## config.mk

```make
export PLATFORM = sky130hd
export DESIGN_NAME = strap_led_top
export DESIGN_NICKNAME = d
export VERILOG_FILES = /design/src/shared/strap_pkg.sv /design/src/strap_led_top.sv /design/src/strap_latch.sv /design/src/apb_regs.sv
export SDC_FILE = /design/constraint.sdc
export NUM_CORES = 1
export LEC_CHECK = 0
export BUFFER_PORTS_ARGS = -buffer_cell sky130_fd_sc_hd__buf_2
export CORE_MARGIN = 2
export CORE_UTILIZATION = 40
export DETAILED_ROUTE_END_ITERATION = 6
export PLACE_DENSITY = 0.7
export SETUP_SLACK_MARGIN = 0.5
export SYNTH_ARGS = -nofsm -noshare
export SYNTH_HDL_FRONTEND = slang
export SYNTH_SLANG_ARGS = --single-unit
export TNS_END_PERCENT = 1
```

## constraint.sdc

```tcl
create_clock -name clk -period 1.7 [get_ports clk]
set_input_delay 0.34 -clock clk [delete_from_list [all_inputs] [get_ports clk]]
set_output_delay 0.34 -clock clk [all_outputs]
set_load 0.02 [all_outputs]
```

## src/shared/strap_pkg.sv

```systemverilog
// constants for the strap sampling and status indicator block
package strap_pkg;
  localparam int unsigned NUM_PORTS = 4;
  localparam logic [7:0] ADDR_CTRL     = 8'h00;
  localparam logic [7:0] ADDR_CFG      = 8'h04;
  localparam logic [7:0] ADDR_PHYADDR  = 8'h08;
  localparam logic [7:0] ADDR_ACTIVITY = 8'h0c;
  localparam int unsigned BIT_FIBER   = 0;
  localparam int unsigned BIT_CARRIER = 3;
  localparam int unsigned BIT_SCRAM   = 4;
  localparam int unsigned BIT_CODER   = 6;
  localparam int unsigned BIT_REFSEL  = 2;
  localparam logic [15:0] CTRL_RESET  = 16'h0000;
  localparam logic [15:0] CFG_RESET   = 16'h0000;
  localparam int unsigned BIT_SAMPLED = 8;
  localparam int unsigned CLK_MHZ     = 100;
  localparam int unsigned SETTLE_NS   = 100;
  localparam int unsigned SETTLE_CYC  = (SETTLE_NS * CLK_MHZ + 999) / 1000;
endpackage

```

## src/strap_led_top.sv

```systemverilog
// strap sampling on shared pins and per-port status indicators
//
// Summary of operation
// transmit clock follows reference when selected
// per-port transmit activity indicator
// carrier integrity strap ORed with ctrl bit 3
// coder bypass strap ORed, all channels
// scrambler bypass strap ORed with bit 4
// reference select strap ORed with cfg bit 2
// per-port receive activity indicator
// fiber strap per channel ORed bit 0
// per-port collision indicator
// port D link indicator shows link
// phy address bit 2 from port D link
// address bits 1,0 from ports C, B
// capture straps in reset, then drive pins
// strap governs, register may also enable
//
// Our own choices: register access over APB and the placing of the registers.
`timescale 1ns/1ps
module strap_led_top (
  // clock and reset
  input  wire logic        clk,
  input  wire logic        rst_n,
  // apb register bus
  input  wire logic        psel,
  input  wire logic        penable,
  input  wire logic        pwrite,
  input  wire logic [7:0]  paddr,
  input  wire logic [31:0] pwdata,
  output logic [31:0]      prdata,
  output logic             pready,
  output logic             pslverr,
  // clocks
  input  wire logic        twenty_meg_clock_in,
  input  wire logic        ten_meg_reference_in,
  output logic             tx_clk_out,
  // per-port status from the channels
  input  wire logic [3:0]  tx_active,
  input  wire logic [3:0]  rx_active,
  input  wire logic [3:0]  col_active,
  input  wire logic [3:0]  link_good,
  // transmit pins: [3] carrier, [2] coder, [1] scrambler, [0] refsel
  input  wire logic [3:0]  tx_activity_indicator_i,
  output logic [3:0]       tx_activity_indicator_o,
  output logic [3:0]       tx_activity_indicator_oe,
  // receive pins, fiber mode straps
  input  wire logic [3:0]  rx_activity_indicator_i,
  output logic [3:0]       rx_activity_indicator_o,
  output logic [3:0]       rx_activity_indicator_oe,
  // collision outputs
  output logic [3:0]       collision_indicator,
  // link pins: [3:1] carry the phy address straps
  input  wire logic [3:0]  link_good_indicator_i,
  output logic [3:0]       link_good_indicator_o,
  output logic [3:0]       link_good_indicator_oe,
  // resolved configuration
  output logic [2:0]       phy_address_strap,
  output logic [3:0]       fiber_mode,
  output logic             carrier_integrity_en,
  output logic             coder_bypass_en,
  output logic             scrambler_bypass_en,
  output logic             ref_select_en
);
  import strap_pkg::*;

  logic        capture;
  logic        sampled_q;
  logic [3:0]  tx_strap;
  logic [3:0]  rx_strap;
  logic [3:0]  link_strap;
  logic [15:0] ctrl_q;
  logic [15:0] cfg_q;
  logic [15:0] ctrl_rd;
  logic [15:0] cfg_rd;
  logic [15:0] phy_rd;
  logic [15:0] act_rd;
  logic        carrier_integrity_strap;
  logic        coder_bypass_strap;
  logic        scrambler_bypass_strap;
  logic        ref_select_strap;
  logic [3:0]  fiber_mode_strap;

  // capture window is the reset period itself
  assign capture = ~rst_n;

  // pins drive only once straps are held
  always_ff @(posedge clk) begin
    if (!rst_n) begin
      sampled_q <= 1'b0;
    end else begin
      sampled_q <= 1'b1;
    end
  end

  // capture cells for every shared pin
  // transmit pins: one device-wide strap each
  // port d pin: carrier integrity strap
  strap_latch u_cap_carrier (
    .clk     (clk),
    .rst_n   (rst_n),
    .capture (capture),
    .pin_in  (tx_activity_indicator_i[3]),
    .value_q (tx_strap[3])
  );
  // port c pin: coder bypass strap
  strap_latch u_cap_coder (
    .clk     (clk),
    .rst_n   (rst_n),
    .capture (capture),
    .pin_in  (tx_activity_indicator_i[2]),
    .value_q (tx_strap[2])
  );
  // port b pin: scrambler bypass strap
  strap_latch u_cap_scram (
    .clk     (clk),
    .rst_n   (rst_n),
    .capture (capture),
    .pin_in  (tx_activity_indicator_i[1]),
    .value_q (tx_strap[1])
  );
  // port a pin: reference select strap
  strap_latch u_cap_refsel (
    .clk     (clk),
    .rst_n   (rst_n),
    .capture (capture),
    .pin_in  (tx_activity_indicator_i[0]),
    .value_q (tx_strap[0])
  );

  // receive pins: fiber mode strap of each channel
  // channel a fiber strap
  strap_latch u_cap_fiber_a (
    .clk     (clk),
    .rst_n   (rst_n),
    .capture (capture),
    .pin_in  (rx_activity_indicator_i[0]),
    .value_q (rx_strap[0])
  );
  // channel b fiber strap
  strap_latch u_cap_fiber_b (
    .clk     (clk),
    .rst_n   (rst_n),
    .capture (capture),
    .pin_in  (rx_activity_indicator_i[1]),
    .value_q (rx_strap[1])
  );
  // channel c fiber strap
  strap_latch u_cap_fiber_c (
    .clk     (clk),
    .rst_n   (rst_n),
    .capture (capture),
    .pin_in  (rx_activity_indicator_i[2]),
    .value_q (rx_strap[2])
  );
  // channel d fiber strap
  strap_latch u_cap_fiber_d (
    .clk     (clk),
    .rst_n   (rst_n),
    .capture (capture),
    .pin_in  (rx_activity_indicator_i[3]),
    .value_q (rx_strap[3])
  );

  // link pins: address straps on b, c, d
  // port a link pin, held but not used
  strap_latch u_cap_link_a (
    .clk     (clk),
    .rst_n   (rst_n),
    .capture (capture),
    .pin_in  (link_good_indicator_i[0]),
    .value_q (link_strap[0])
  );
  // port b link pin: address bit 0
  strap_latch u_cap_link_b (
    .clk     (clk),
    .rst_n   (rst_n),
    .capture (capture),
    .pin_in  (link_good_indicator_i[1]),
    .value_q (link_strap[1])
  );
  // port c link pin: address bit 1
  strap_latch u_cap_link_c (
    .clk     (clk),
    .rst_n   (rst_n),
    .capture (capture),
    .pin_in  (link_good_indicator_i[2]),
    .value_q (link_strap[2])
  );
  // port d link pin: address bit 2
  strap_latch u_cap_link_d (
    .clk     (clk),
    .rst_n   (rst_n),
    .capture (capture),
    .pin_in  (link_good_indicator_i[3]),
    .value_q (link_strap[3])
  );

  // name the sampled straps
  assign carrier_integrity_strap = tx_strap[3];
  assign coder_bypass_strap      = tx_strap[2];
  assign scrambler_bypass_strap  = tx_strap[1];
  assign ref_select_strap        = tx_strap[0];
  assign fiber_mode_strap        = rx_strap;

  // phy address from link pins D, C, B
  always_ff @(posedge clk) begin
    if (!rst_n) begin
      phy_address_strap <= 3'h0;
    end else begin
      phy_address_strap[2] <= link_strap[3];
      phy_address_strap[1] <= link_strap[2];
      phy_address_strap[0] <= link_strap[1];
    end
  end

  // strap ORed with management bits, held in flops
  // carrier integrity monitor enable
  always_ff @(posedge clk) begin
    if (!rst_n) begin
      carrier_integrity_en <= 1'b0;
    end else begin
      carrier_integrity_en <= carrier_integrity_strap
                              | ctrl_q[BIT_CARRIER];
    end
  end

  // coder bypass, shared by all four channels
  always_ff @(posedge clk) begin
    if (!rst_n) begin
      coder_bypass_en <= 1'b0;
    end else begin
      coder_bypass_en <= coder_bypass_strap
                         | ctrl_q[BIT_CODER];
    end
  end

  // scrambler bypass
  always_ff @(posedge clk) begin
    if (!rst_n) begin
      scrambler_bypass_en <= 1'b0;
    end else begin
      scrambler_bypass_en <= scrambler_bypass_strap
                             | ctrl_q[BIT_SCRAM];
    end
  end

  // reference clock select
  always_ff @(posedge clk) begin
    if (!rst_n) begin
      ref_select_en <= 1'b0;
    end else begin
      ref_select_en <= ref_select_strap
                       | cfg_q[BIT_REFSEL];
    end
  end

  // fiber mode per channel, register bit covers all
  always_ff @(posedge clk) begin
    if (!rst_n) begin
      fiber_mode <= 4'h0;
    end else begin
      fiber_mode <= fiber_mode_strap
                    | {4{ctrl_q[BIT_FIBER]}};
    end
  end

  // transmit clock source select
  assign tx_clk_out = ref_select_en ? ten_meg_reference_in
                                    : twenty_meg_clock_in;

  // indicator outputs from flops
  // transmit activity per port
  always_ff @(posedge clk) begin
    if (!rst_n) begin
      tx_activity_indicator_o <= 4'h0;
    end else begin
      tx_activity_indicator_o <= tx_active;
    end
  end

  // receive activity per port
  always_ff @(posedge clk) begin
    if (!rst_n) begin
      rx_activity_indicator_o <= 4'h0;
    end else begin
      rx_activity_indicator_o <= rx_active;
    end
  end

  // collision per port
  always_ff @(posedge clk) begin
    if (!rst_n) begin
      collision_indicator <= 4'h0;
    end else begin
      collision_indicator <= col_active;
    end
  end

  // link good per port, port d included
  always_ff @(posedge clk) begin
    if (!rst_n) begin
      link_good_indicator_o <= 4'h0;
    end else begin
      link_good_indicator_o <= link_good;
    end
  end

  // shared pins released during reset so straps can be read
  assign tx_activity_indicator_oe = {4{sampled_q}};
  assign rx_activity_indicator_oe = {4{sampled_q}};
  assign link_good_indicator_oe   = {4{sampled_q}};

  // readback views
  assign ctrl_rd = ctrl_q;
  // cfg view overlays the straps-held flag
  always_comb begin
    cfg_rd              = cfg_q;
    cfg_rd[BIT_SAMPLED] = sampled_q;
  end
  assign phy_rd  = {1'b0, ref_select_en, scrambler_bypass_en,
                    coder_bypass_en, carrier_integrity_en,
                    fiber_mode, tx_strap, phy_address_strap};
  assign act_rd  = {tx_activity_indicator_o, rx_activity_indicator_o,
                    collision_indicator, link_good_indicator_o};

  // register bus slave
  apb_regs u_regs (
    .clk     (clk),
    .rst_n   (rst_n),
    .psel    (psel),
    .penable (penable),
    .pwrite  (pwrite),
    .paddr   (paddr),
    .pwdata  (pwdata),
    .prdata  (prdata),
    .pready  (pready),
    .pslverr (pslverr),
    .ctrl_q  (ctrl_q),
    .cfg_q   (cfg_q),
    .ctrl_rd (ctrl_rd),
    .cfg_rd  (cfg_rd),
    .phy_rd  (phy_rd),
    .act_rd  (act_rd)
  );
endmodule

```

## src/strap_latch.sv

```systemverilog
// one strap capture cell: samples in reset, holds after
`timescale 1ns/1ps
module strap_latch (
  // clock and reset
  input  wire logic clk,
  input  wire logic rst_n,
  // capture control
  input  wire logic capture,
  input  wire logic pin_in,
  // held level
  output logic      value_q
);
  // capture only while strobe high, hold otherwise
  always_ff @(posedge clk) begin
    if (capture) begin
      value_q <= pin_in;
    end
  end
endmodule

```

## src/apb_regs.sv

```systemverilog
// apb slave holding the management register bits
`timescale 1ns/1ps
module apb_regs (
  // clock and reset
  input  wire logic        clk,
  input  wire logic        rst_n,
  // apb
  input  wire logic        psel,
  input  wire logic        penable,
  input  wire logic        pwrite,
  input  wire logic [7:0]  paddr,
  input  wire logic [31:0] pwdata,
  output logic [31:0]      prdata,
  output logic             pready,
  output logic             pslverr,
  // register contents and status
  output logic [15:0]      ctrl_q,
  output logic [15:0]      cfg_q,
  input  wire logic [15:0] ctrl_rd,
  input  wire logic [15:0] cfg_rd,
  input  wire logic [15:0] phy_rd,
  input  wire logic [15:0] act_rd
);
  import strap_pkg::*;
  logic acc;
  logic hit;
  assign acc = psel & penable;
  assign pready = 1'b1;
  // address decode
  always_comb begin
    if (paddr == ADDR_CTRL) begin
      hit = 1'b1;
    end else if (paddr == ADDR_CFG) begin
      hit = 1'b1;
    end else if (paddr == ADDR_PHYADDR) begin
      hit = 1'b1;
    end else if (paddr == ADDR_ACTIVITY) begin
      hit = 1'b1;
    end else begin
      hit = 1'b0;
    end
  end
  assign pslverr = acc & ~hit;
  // writable management bits
  always_ff @(posedge clk) begin
    if (!rst_n) begin
      ctrl_q <= CTRL_RESET;
      cfg_q  <= CFG_RESET;
    end else if (acc && pwrite) begin
      if (paddr == ADDR_CTRL) begin
        ctrl_q <= pwdata[15:0];
      end else if (paddr == ADDR_CFG) begin
        cfg_q <= pwdata[15:0];
      end
    end
  end
  // registered read data, valid in access phase
  always_ff @(posedge clk) begin
    if (!rst_n) begin
      prdata <= 32'h0000_0000;
    end else if (psel && !penable && !pwrite) begin
      if (paddr == ADDR_CTRL) begin
        prdata <= {16'h0000, ctrl_rd};
      end else if (paddr == ADDR_CFG) begin
        prdata <= {16'h0000, cfg_rd};
      end else if (paddr == ADDR_PHYADDR) begin
        prdata <= {16'h0000, phy_rd};
      end else if (paddr == ADDR_ACTIVITY) begin
        prdata <= {16'h0000, act_rd};
      end else begin
        prdata <= 32'h0000_0000;
      end
    end
  end
endmodule

```

==> run_results.csv, run 1 <==
group,metric,value,unit
run_status,outcome,"complete, no violations",
routing,drcViolationCount,0,
timing,max_clock_freq,670,MHz
global_route,first_global_vias,2742,
placement,dp.final_hpwl,6.31,mm
timing,final.period_utilization,87.8,%
timing,drv_slew,0,
floorplan,vert_die_dim,99.6,um
layout,layout.filler_cells,831,
layout,final_cells,583,
setup_path,worst_path_dominant_cell_family,"flip-flops",
clock_network,cts-hold-fix-buffers,0,
timing,clock_skew,0.0123,ns
layout,finish.net_count,545,
layout,final_layout_size_suffix_gt1_share,36.4,%
layout,n_antenna_cell,0,
global_route,number_of_antenna_violations_at_the_first_check_in_global_routing,0,
floorplan,floorplan.die.width,99.6,um
timing,timing.setup.tns,0,ns
synthesis,top_count_cell_post_synth,"sky130_fd_sc_hd__dfxtp_1",
synthesis,synthesis_warning_total,0,
global_route,grt_pass1_wl,13.7,mm
pwr,p_int,0.00285,W
routing,dr_total_vias,2830,
setup_path,worstPathCellList,"mux2_4 > buf_6",
synthesis,mappedNetlistArea,3650,um^2
setup_path,start_kind,"flip-flop",
routing,detail_route.wirelength,8.50,mm
routing,drtPass1Iterations,4,
routing,via_per_inst,4.85,
synthesis,postSynthCellCount,360,
synthesis,synth-edff-count,11,
global_route,grt.overflow.total,0,
routing,drt_iter0_drc,109,
pwr,power.share.sequential,54.6,%
synthesis,netlist.area_leader.share,41.1,%
pwr,p_per_area,873,nW/um^2
layout,area_delta_synth_final,23.1,%
setup_path,criticalPathCategory,"flip-flop to output port",
pwr,static_leakage,2.20,nW
floorplan,num_rows,34,
placement,portBuffers,114,
pwr,fin_total_pwr,0.00393,W
setup_path,critical_path_buf_inv_count,1,
run,timing.max_cap.violations,0,
floorplan,start_util,41.5,%
clock_network,clk_transition_reported_paths,0.10,ns
timing,setup-violations-final,0,
placement,dp_cells,566,
synthesis,synth-seq-area-share,50.1,%
setup_path,critical_path.max_fanout,3,
pwr,peakVddDrop,0.423,mV
setup_path,worstSetupEndpointType,"output port",
routing,routed_length_per_instance,14.6,um
synthesis,synth.avg_cell_area,10.2,um^2
timing,grt_setup_unrepaired,"yes",
synthesis,synthDistinctLibCells,32,
setup_path,cp_slowest_cell,"sky130_fd_sc_hd__dfxtp_2",
global_route,grt.total_usage,17.8,%
timing,layout_min_cycle_time,1.49,ns
pwr,power_frac_clock,33.7,%
clock_network,cts.path.max_buffers,2,
synthesis,most_common_flop_cell_mapped_by_yosys,"sky130_fd_sc_hd__dfxtp_1",
clock_network,cts_tree,"done",
synthesis,synthArstFlopShare,0,%
synthesis,yosys_register_bits,86,
routing,drtAntennaViolNets,0,
clock_network,cts-root-buf,"sky130_fd_sc_hd__clkbuf_8",
clock_network,htree_levels,3,
synthesis,ys_top_cells_by_count,"sky130_fd_sc_hd__dfxtp_1, sky130_fd_sc_hd__nand2_1, sky130_fd_sc_hd__mux2i_1",
placement,place_congestion,0.888,
setup_path,critPathRequiredTime,1.36,ns
clock_network,worst_skew_pair.late_latency,0.36,ns
setup_path,arrival,1.15,ns
setup_path,worst_path_largest_cell_delay,0.36,ns
floorplan,ios,149,
timing,finalHoldViolCount,0,
clock_network,cts-buffers-inserted,9,
synthesis,ys_top_cells_by_area,"sky130_fd_sc_hd__dfxtp_1, sky130_fd_sc_hd__mux2i_1, sky130_fd_sc_hd__edfxtp_1",
floorplan,die_area,9920,um^2
floorplan,core_ar,8810,um^2
clock_network,clock_sinks,86,
worst_hold_path,timing.hold.worst.class,"input pin to flip-flop",
pwr,power.share.switching,27.5,%
pwr,p_switching,0.00108,W
global_route,grt_max_degree,96,
synthesis,synth_top_area_cell,"sky130_fd_sc_hd__dfxtp_1",
pwr,p_comb_share,11.7,%
[power by group through the flow]
stage	sequential (W)	combinational [W]	clock [W]
floorplan	0.00224	0.000272	0
detailed placement	0.00219	0.000457	0
finish	0.00214	0.000460	0.00133
CTS	0.00215	0.000464	0.00135
global placement	0.00219	0.000454	0
global route	0.00215	0.000501	0.00145
[stage by stage]
step / cell area, um^2 / hold slack, ns / setup WS [ns] / util [%]
6_report: 4500 / 0.150 / 0.207 / 51.1
5_1_grt: 4500 / 0.129 / 0.159 / 51.1
4_1_cts: 4500 / 0.134 / 0.194 / 51.1
3_5_place_dp: 4300 / 0.437 / 0.137 / 48.8
2_1_floorplan: 3740 / 0.368 / 0.138 / -
3_3_place_gp: 4300 / 0.430 / 0.149 / 48.8
[layout make-up]
cell class / count / area (um^2) / share of cell area [%]
inverters: 5 / 18.8 / 0.417
multi-input cells: 233 / 1570 / 34.9
clock buffers: 9 / 124 / 2.75
flip-flops and latches: 86 / 1830 / 40.7
well taps: 108 / 135 / 3.00
clock inverters: 7 / 55.1 / 1.22
repair buffers: 135 / 763 / 17.0
[cell usage in the layout, fill, tap and decap left out]
master	synthesis	routed
sky130_fd_sc_hd__buf_2	3	113
sky130_fd_sc_hd__dfxtp_1	75	74
sky130_fd_sc_hd__nand2_1	48	48
sky130_fd_sc_hd__mux2i_1	46	46
sky130_fd_sc_hd__and2_1	30	30
sky130_fd_sc_hd__nor2_1	18	18
sky130_fd_sc_hd__nand3_1	18	18
sky130_fd_sc_hd__buf_4	29	18
sky130_fd_sc_hd__conb_1	2	17
sky130_fd_sc_hd__mux2_2	17	16
sky130_fd_sc_hd__nand4_1	11	11
sky130_fd_sc_hd__o211ai_1	11	11
sky130_fd_sc_hd__edfxtp_1	11	11
sky130_fd_sc_hd__clkbuf_8	0	9
sky130_fd_sc_hd__inv_1	4	4
sky130_fd_sc_hd__o221ai_1	4	4
sky130_fd_sc_hd__nor4_4	1	2
sky130_fd_sc_hd__clkinv_1	1	2
sky130_fd_sc_hd__inv_6	0	2
sky130_fd_sc_hd__clkinv_4	0	2
sky130_fd_sc_hd__buf_6	1	2
sky130_fd_sc_hd__buf_12	0	2
sky130_fd_sc_hd__mux2_4	0	1
sky130_fd_sc_hd__a21oi_1	1	1
sky130_fd_sc_hd__nor2b_1	1	1
sky130_fd_sc_hd__and3_1	1	1
sky130_fd_sc_hd__nand4_4	0	1
sky130_fd_sc_hd__nand3_2	1	1
sky130_fd_sc_hd__nor4bb_1	1	1
sky130_fd_sc_hd__nand4b_1	1	1
sky130_fd_sc_hd__or3b_2	1	1
sky130_fd_sc_hd__nor3b_1	1	1
sky130_fd_sc_hd__a22oi_1	1	1
sky130_fd_sc_hd__o21ai_1	1	1
sky130_fd_sc_hd__clkinv_2	0	1
sky130_fd_sc_hd__inv_8	0	1
sky130_fd_sc_hd__dfxtp_2	0	1
[state kept, by name, summed over array words and instances (netlist names), 3 cells and up]
name / cells
u_regs.ctrl_q: 16
link_good_indicator_o: 4
u_regs.cfg_q: 15
phy_address_strap: 3
tx_activity_indicator_o: 4
rx_activity_indicator_o: 4
collision_indicator: 4
u_regs.prdata: 16
fiber_mode: 4
[layer usage]
layer	vias up	track usage [%]	part of all wire, %
met5	-	0	0
met4	0	4.43	0.89
met3	8	5.48	5.9
met2	112	29.9	50
met1	1305	22.5	44
li1	1405	-	-
[kinds of logic after synthesis]
group	count (synthesis)	share of synthesized area, %
and+or+nand+nor	135	19.1
DFF	86	50.1
muxes	63	17.8
buffers and inverters	56	9.04
AOI/OAI and AO/OA	18	3.70
other	2	0.205
[worst paths after layout]
path | cells after the start | from | endpoint | slack (ns)
setup / recovery | 2 | ref_select_en$_SDFF_PN0_ | tx_clk_out | 0.21
hold / removal | 1 | tx_activity_indicator_i[3] | u_cap_carrier.value_q$_DFFE_PN_ | 0.15
setup reg to reg | 3 | u_cap_carrier.value_q$_DFFE_PN_ | u_regs.prdata[6]$_SDFFE_PN0P_ | 0.62
hold reg to reg | 1 | u_cap_link_d.value_q$_DFFE_PN_ | phy_address_strap[2]$_SDFF_PN0_ | 0.46
[repair_timing]
item	4_1_cts	5_1_grt
buffers inserted	1	0
endpoints found under the setup margin	53	103
gates resized for setup	5	0
(Power assumes the default switching activity.)
==> run 2: changes to the inputs <==
--- a/config.mk
+++ b/config.mk
@@ -6,10 +6,12 @@
 export NUM_CORES = 1
 export LEC_CHECK = 0
 export BUFFER_PORTS_ARGS = -buffer_cell sky130_fd_sc_hd__buf_2
+export CELL_PAD_IN_SITES_DETAIL_PLACEMENT = 0
+export CELL_PAD_IN_SITES_GLOBAL_PLACEMENT = 2
 export CORE_MARGIN = 2
-export CORE_UTILIZATION = 40
+export CORE_UTILIZATION = 28
 export DETAILED_ROUTE_END_ITERATION = 6
-export PLACE_DENSITY = 0.7
+export PLACE_DENSITY = 0.81
 export SETUP_SLACK_MARGIN = 0.5
 export SYNTH_ARGS = -nofsm -noshare
 export SYNTH_HDL_FRONTEND = slang
==> run_results.csv, run 2 (same netlist as run 1, synthesis figures left out) <==
group,metric,value,unit
clock_network,clock_sinks,86,
setup_path,r2r.worst_path.cells,4,
global_route,grt_pass1_wl,15.0,mm
layout,layout.filler_cells,1291,
layout,finish.net_count,542,
floorplan,core_ar,12700,um^2
routing,dr_total_vias,2831,
layout,area_delta_synth_final,28.4,%
routing,via_per_inst,4.40,
layout,multi_input_area,1570,um^2
setup_path,arrival,1.10,ns
layout,final_layout_size_suffix_gt1_share,36.2,%
layout,register_area,1830,um^2
placement,dp.final_hpwl,7.00,mm
setup_path,critical_path.max_fanout,2,
clock_network,worst_skew_pair.late_latency,0.33,ns
layout,biggestRegsByFlops,"u_regs.ctrl_q (16), u_regs.prdata (16), u_regs.cfg_q (15)",
global_route,number_of_antenna_violations_at_the_first_check_in_global_routing,0,
timing,drv_slew,0,
placement,place_congestion,0.735,
timing,max_clock_freq,695,MHz
clock_network,cts.path.max_buffers,2,
routing,routed_length_per_instance,14.6,um
layout,final_core_util,37.0,%
setup_path,worstSetupEndpointType,"output port",
timing,finalHoldViolCount,0,
timing,timing.setup.tns,0,ns
routing,detail_route.wirelength,9.38,mm
global_route,grt_max_degree,50,
clock_network,cts-buffers-inserted,9,
floorplan,num_rows,41,
worst_hold_path,worstHoldPathCells,1,
layout,mostFrequentLayoutCells,"sky130_fd_sc_hd__buf_2, sky130_fd_sc_hd__dfxtp_1, sky130_fd_sc_hd__nand2_1",
timing,layout_min_cycle_time,1.44,ns
clock_network,clk_transition_reported_paths,0.07,ns
global_route,first_global_vias,2852,
floorplan,vert_die_dim,118,um
setup_path,criticalPathCategory,"flip-flop to output port",
worst_hold_path,timing.hold.worst.class,"input pin to flip-flop",
run,timing.max_cap.violations,0,
routing,drtPass1Iterations,4,
clock_network,htree_levels,3,
pwr,p_per_area,958,nW/um^2
global_route,grt.overflow.total,0,
placement,portBuffers,114,
layout,mostFrequentLayoutCell,"sky130_fd_sc_hd__buf_2",
run_status,outcome,"complete, no violations",
setup_path,start_kind,"flip-flop",
timing,setup-violations-final,0,
pwr,peakVddDrop,0.540,mV
clock_network,cts_tree,"done",
routing,drtAntennaViolNets,0,
floorplan,die_area,14000,um^2
timing,final.period_utilization,84.7,%
timing,clock_skew,0.0114,ns
setup_path,critPathRequiredTime,1.36,ns
routing,drt_iter0_drc,121,
floorplan,floorplan.die.width,118,um
pwr,static_leakage,2.25,nW
clock_network,cts-root-buf,"sky130_fd_sc_hd__clkbuf_16",
global_route,grt.total_usage,13.7,%
layout,n_antenna_cell,0,
floorplan,start_util,28.8,%
routing,drcViolationCount,0,
timing,grt_setup_unrepaired,"yes",
floorplan,ios,149,
[run 2: cell count changes in the layout (fill, tap and decap cells not counted)]
cell,previous run,this run
sky130_fd_sc_hd__clkinvlp_4,0,1
sky130_fd_sc_hd__clkbuf_16,0,9
sky130_fd_sc_hd__clkbuf_8,9,2
sky130_fd_sc_hd__buf_12,2,4
sky130_fd_sc_hd__clkinv_1,2,1
sky130_fd_sc_hd__clkinv_4,2,1
sky130_fd_sc_hd__buf_4,18,13
sky130_fd_sc_hd__inv_8,1,0
[run 2: per-stage QoR]
step,cells,worst slack (ns),power (W),hold slack [ns],area (um^2)
after floorplan,375,0.138,0.00251,0.368,3740
after global placement,626,0.144,0.00266,0.431,4370
after detailed placement,626,0.118,0.00266,0.434,4370
after CTS,644,0.244,0.00455,0.169,4690
after global routing,644,0.235,0.00466,0.169,4690
final,644,0.261,0.00450,0.180,4690
[run 2: final timing paths]
| path | startpoint | endpoint | slack [ns] |
|---|---|---|---|
| setup reg to reg | ref_select_en$_SDFF_PN0_ | u_regs.prdata[14]$_SDFFE_PN0P_ | 0.59 |
| hold reg to reg | u_cap_link_b.value_q$_DFFE_PN_ | phy_address_strap[0]$_SDFF_PN0_ | 0.45 |
| hold / removal | link_good_indicator_i[1] | u_cap_link_b.value_q$_DFFE_PN_ | 0.18 |
| setup / recovery | ref_select_en$_SDFF_PN0_ | tx_clk_out | 0.26 |
[run 2: worst max-delay path, stage by stage, from the launching register on]
cell and delay, ns:
sky130_fd_sc_hd__dfxtp_2 0.34, sky130_fd_sc_hd__mux2_4 0.30, sky130_fd_sc_hd__buf_6 0.13
[run 2: timing repair]
action | 4_1_cts | 5_1_grt
buffers inserted | 2 | 0
setup endpoints to repair | 31 | 95
gates resized for setup | 5 | 0
hold buffers | 0 | 0
[run 2: final cells by class]
type                    instances  area share [%]
clock buffers                  11            5.38
clock inverters                 5           0.826
inverters                       5           0.400
multi-input cells             233            33.4
flip-flops and latches         86            39.0
well taps                     172            4.58
repair buffers                132            16.3
[run 2: routing by layer]
| layer | routed length (um) | vias to the layer above | global-route usage (%) |
|---|---|---|---|
| met4 | 204 | 0 | 5.42 |
| met2 | 4680 | 89 | 23.5 |
| met1 | 4030 | 1328 | 16.7 |
| li1 | - | 1400 | - |
| met3 | 470 | 14 | 2.75 |
| met5 | 0 | - | 0 |
[run 2: where the power goes]
group | leakage (nW) | internal, W | switching, W
registers | 0.720 | 0.00212 | 0.0000272
logic | 1.39 | 0.000185 | 0.000285
clock network | 0.143 | 0.00108 | 0.000800
==> run 3: changes to the inputs <==
--- a/config.mk
+++ b/config.mk
@@ -5,13 +5,14 @@
 export SDC_FILE = /design/constraint.sdc
 export NUM_CORES = 1
 export LEC_CHECK = 0
+export ABC_AREA = 1
 export BUFFER_PORTS_ARGS = -buffer_cell sky130_fd_sc_hd__buf_2
 export CELL_PAD_IN_SITES_DETAIL_PLACEMENT = 0
 export CELL_PAD_IN_SITES_GLOBAL_PLACEMENT = 2
 export CORE_MARGIN = 2
-export CORE_UTILIZATION = 28
+export CORE_UTILIZATION = 26
 export DETAILED_ROUTE_END_ITERATION = 6
-export PLACE_DENSITY = 0.81
+export PLACE_DENSITY = 0.82
 export SETUP_SLACK_MARGIN = 0.5
 export SYNTH_ARGS = -nofsm -noshare
 export SYNTH_HDL_FRONTEND = slang
==> constraint.sdc (replaced) <==
create_clock -name clk -period 1.35 [get_ports clk]
set_input_delay 0.27 -clock clk [delete_from_list [all_inputs] [get_ports clk]]
set_output_delay 0.27 -clock clk [all_outputs]
set_load 0.02 [all_outputs]
==> run_results.csv, run 3 <==
group,metric,value,unit
clock_network,cts.path.max_buffers,2,
setup_path,worstSetupEndpointType,"output port",
layout,finish.net_count,655,
floorplan,start_util,26.5,%
floorplan,die_area,15000,um^2
synthesis,most_common_flop_cell_mapped_by_yosys,"sky130_fd_sc_hd__dfxtp_1",
worst_hold_path,timing.hold.worst.class,"input pin to flip-flop",
synthesis,yosys_register_bits,86,
layout,register_area,1890,um^2
setup_path,critPathRequiredTime,1.08,ns
run_status,outcome,"finished with violations",
global_route,grt_pass1_wl,15.4,mm
timing,finalWorstSetupSlack,-0.0419,ns
clock_network,worst_skew_pair.late_latency,0.33,ns
layout,final_layout_size_suffix_gt1_share,41.9,%
synthesis,synthDistinctLibCells,24,
clock_network,cts-root-buf,"sky130_fd_sc_hd__clkbuf_16",
setup_path,critical_path.max_fanout,2,
synthesis,synth-seq-area-share,50.1,%
floorplan,floorplan.die.width,123,um
layout,area_delta_synth_final,45.6,%
placement,place_worst_setup_slack,-0.121,ns
routing,via_per_inst,4.10,
run_status,failed_checks,"setup timing",
placement,dp.final_hpwl,7.34,mm
layout,mostFrequentLayoutCells,"sky130_fd_sc_hd__nand2_1, sky130_fd_sc_hd__buf_6, sky130_fd_sc_hd__inv_1, sky130_fd_sc_hd__buf_2, sky130_fd_sc_hd__a21oi_1",
clock_network,htree_levels,3,
timing,clock_skew,0.00516,ns
synthesis,top_count_cell_post_synth,"sky130_fd_sc_hd__nand2_1",
routing,dr_total_vias,3133,
clock_network,cts-buffers-inserted,9,
routing,detail_route.wirelength,9.69,mm
floorplan,num_rows,43,
timing,finalHoldViolCount,0,
clock_network,cts-hold-fix-buffers,0,
clock_network,clk_transition_reported_paths,0.06,ns
routing,drcViolationCount,0,
routing,drtPass1Iterations,4,
setup_path,start_kind,"flip-flop",
synthesis,synthArstFlopShare,0,%
synthesis,postSynthCellCount,472,
timing,layout_min_cycle_time,1.39,ns
clock_network,clock_sinks,86,
synthesis,netlist.area_leader.share,41.1,%
synthesis,synth.avg_cell_area,7.75,um^2
synthesis,ys_top_cells_by_count,"sky130_fd_sc_hd__nand2_1, sky130_fd_sc_hd__dfxtp_1, sky130_fd_sc_hd__a21oi_1",
timing,max_clock_freq,718,MHz
routing,drt_iter0_drc,87,
global_route,grt.overflow.total,0,
synthesis,ys_top_cells_by_area,"sky130_fd_sc_hd__dfxtp_1, sky130_fd_sc_hd__nand2_1, sky130_fd_sc_hd__edfxtp_1",
pwr,peakVddDrop,0.465,mV
placement,place_congestion,0.794,
setup_path,criticalPathCategory,"flip-flop to output port",
timing,final.period_utilization,103,%
global_route,number_of_antenna_violations_at_the_first_check_in_global_routing,0,
timing,setup-violations-final,2,
synthesis,synth-edff-count,11,
timing,worst_hold_slack,0.110,ns
floorplan,ios,149,
pwr,p_per_area,1110,nW/um^2
run,timing.max_cap.violations,0,
global_route,grt.total_usage,13.4,%
synthesis,synth_top_area_cell,"sky130_fd_sc_hd__dfxtp_1",
routing,routed_length_per_instance,12.7,um
setup_path,arrival,1.12,ns
layout,n_antenna_cell,0,
global_route,first_global_vias,2991,
clock_network,cts_tree,"done",
routing,drtAntennaViolNets,0,
layout,biggestRegsByFlops,"u_regs.ctrl_q (16), u_regs.prdata (16), u_regs.cfg_q (15)",
pwr,fin_total_pwr,0.00593,W
placement,portBuffers,114,
layout,layout.filler_cells,1440,
timing,grt_setup_unrepaired,"yes",
global_route,grt_max_degree,36,
synthesis,synthesis_warning_total,0,
timing,drv_slew,0,
floorplan,core_ar,13800,um^2
layout,multi_input_area,1510,um^2
pwr,static_leakage,2.33,nW
synthesis,mappedNetlistArea,3660,um^2
floorplan,vert_die_dim,123,um
layout,mostFrequentLayoutCell,"sky130_fd_sc_hd__nand2_1",
run 3: changes by cell type in the layout (fill, tap and decap cells not counted), sizes merged, moves of 2 or more:
cell	previous run	this run
nand2	48	119
nand3	19	22
clkbuf	11	14
o221ai	4	0
o211ai	11	0
mux2i	46	0
a21oi	1	62
and2	30	0
clkinv	3	1
mux2	17	1
nor2	18	40
inv	6	56
o21ai	1	30
nand4	12	1
run 3: stage by stage:
step | utilization, % | instances | TNS, ns | cell area [um^2]
4_1_cts | 37.5 | 765 | -0.0706 | 5190
6_report | 38.5 | 765 | -0.0443 | 5320
3_3_place_gp | 32.0 | 748 | -2.30 | 4420
5_1_grt | 38.5 | 765 | -0.115 | 5320
2_1_floorplan | - | 487 | 0 | 3750
3_5_place_dp | 32.0 | 748 | -3.09 | 4420
run 3: per-layer routing:
metal / part of all wire (%) / wire length, um / track usage [%]
met1: 50 / 4870 / 18.9
met2: 43 / 4190 / 19.3
met3: 4.4 / 427 / 3.35
met4: 2.1 / 199 / 5.39
met5: 0 / 0 / 0
run 3: kinds of logic after synthesis:
group	synth area share, %
buffers and inverters	14.9
AOI/OAI and AO/OA	12.9
and+or+nand+nor	21.6
other	0.205
DFF	50.1
muxes	0.308
run 3: worst paths after layout:
kind / startpoint / endpoint / slack [ns] / depth (start not counted)
worst max-delay path: ref_select_en$_SDFF_PN0_ / tx_clk_out / -0.04 / 2
worst min-delay path: tx_activity_indicator_i[2] / u_cap_coder.value_q$_DFFE_PN_ / 0.11 / 1
worst max register to register: link_good_indicator_o[3]$_SDFF_PN0_ / u_regs.prdata[3]$_SDFFE_PN0P_ / 0.40 / 6
worst min register to register: u_cap_link_d.value_q$_DFFE_PN_ / phy_address_strap[2]$_SDFF_PN0_ / 0.43 / 2
run 3: cell type report:
type	count	share of cell area, %
sequential	86	35.5
multi-input combinational	294	28.3
timing repair buffer	133	22.1
clock buffer	14	5.17
tap	180	4.23
inverter	56	4.04
clock inverter	2	0.682
run 3: worst max-delay path, cell delays in order (launching register included):
cell	delay (ns)
sky130_fd_sc_hd__dfxtp_2	0.35
sky130_fd_sc_hd__mux2_4	0.31
sky130_fd_sc_hd__buf_6	0.13
run 3: repair_timing:
item	in CTS	in global routing
cloned	0	0
pin swaps	9	44
endpoints found under the setup margin	104	104
hold endpoints to repair	0	0
gates resized for setup	167	50
buffers inserted	1	0
run 3: report_power, final:
group / switching, W / internal [W] / leakage (nW)
combinational: 0.000352 / 0.000274 / 1.44
clock: 0.000967 / 0.00160 / 0.153
sequential: 0.0000585 / 0.00268 / 0.735
total: 0.00138 / 0.00455 / 2.33
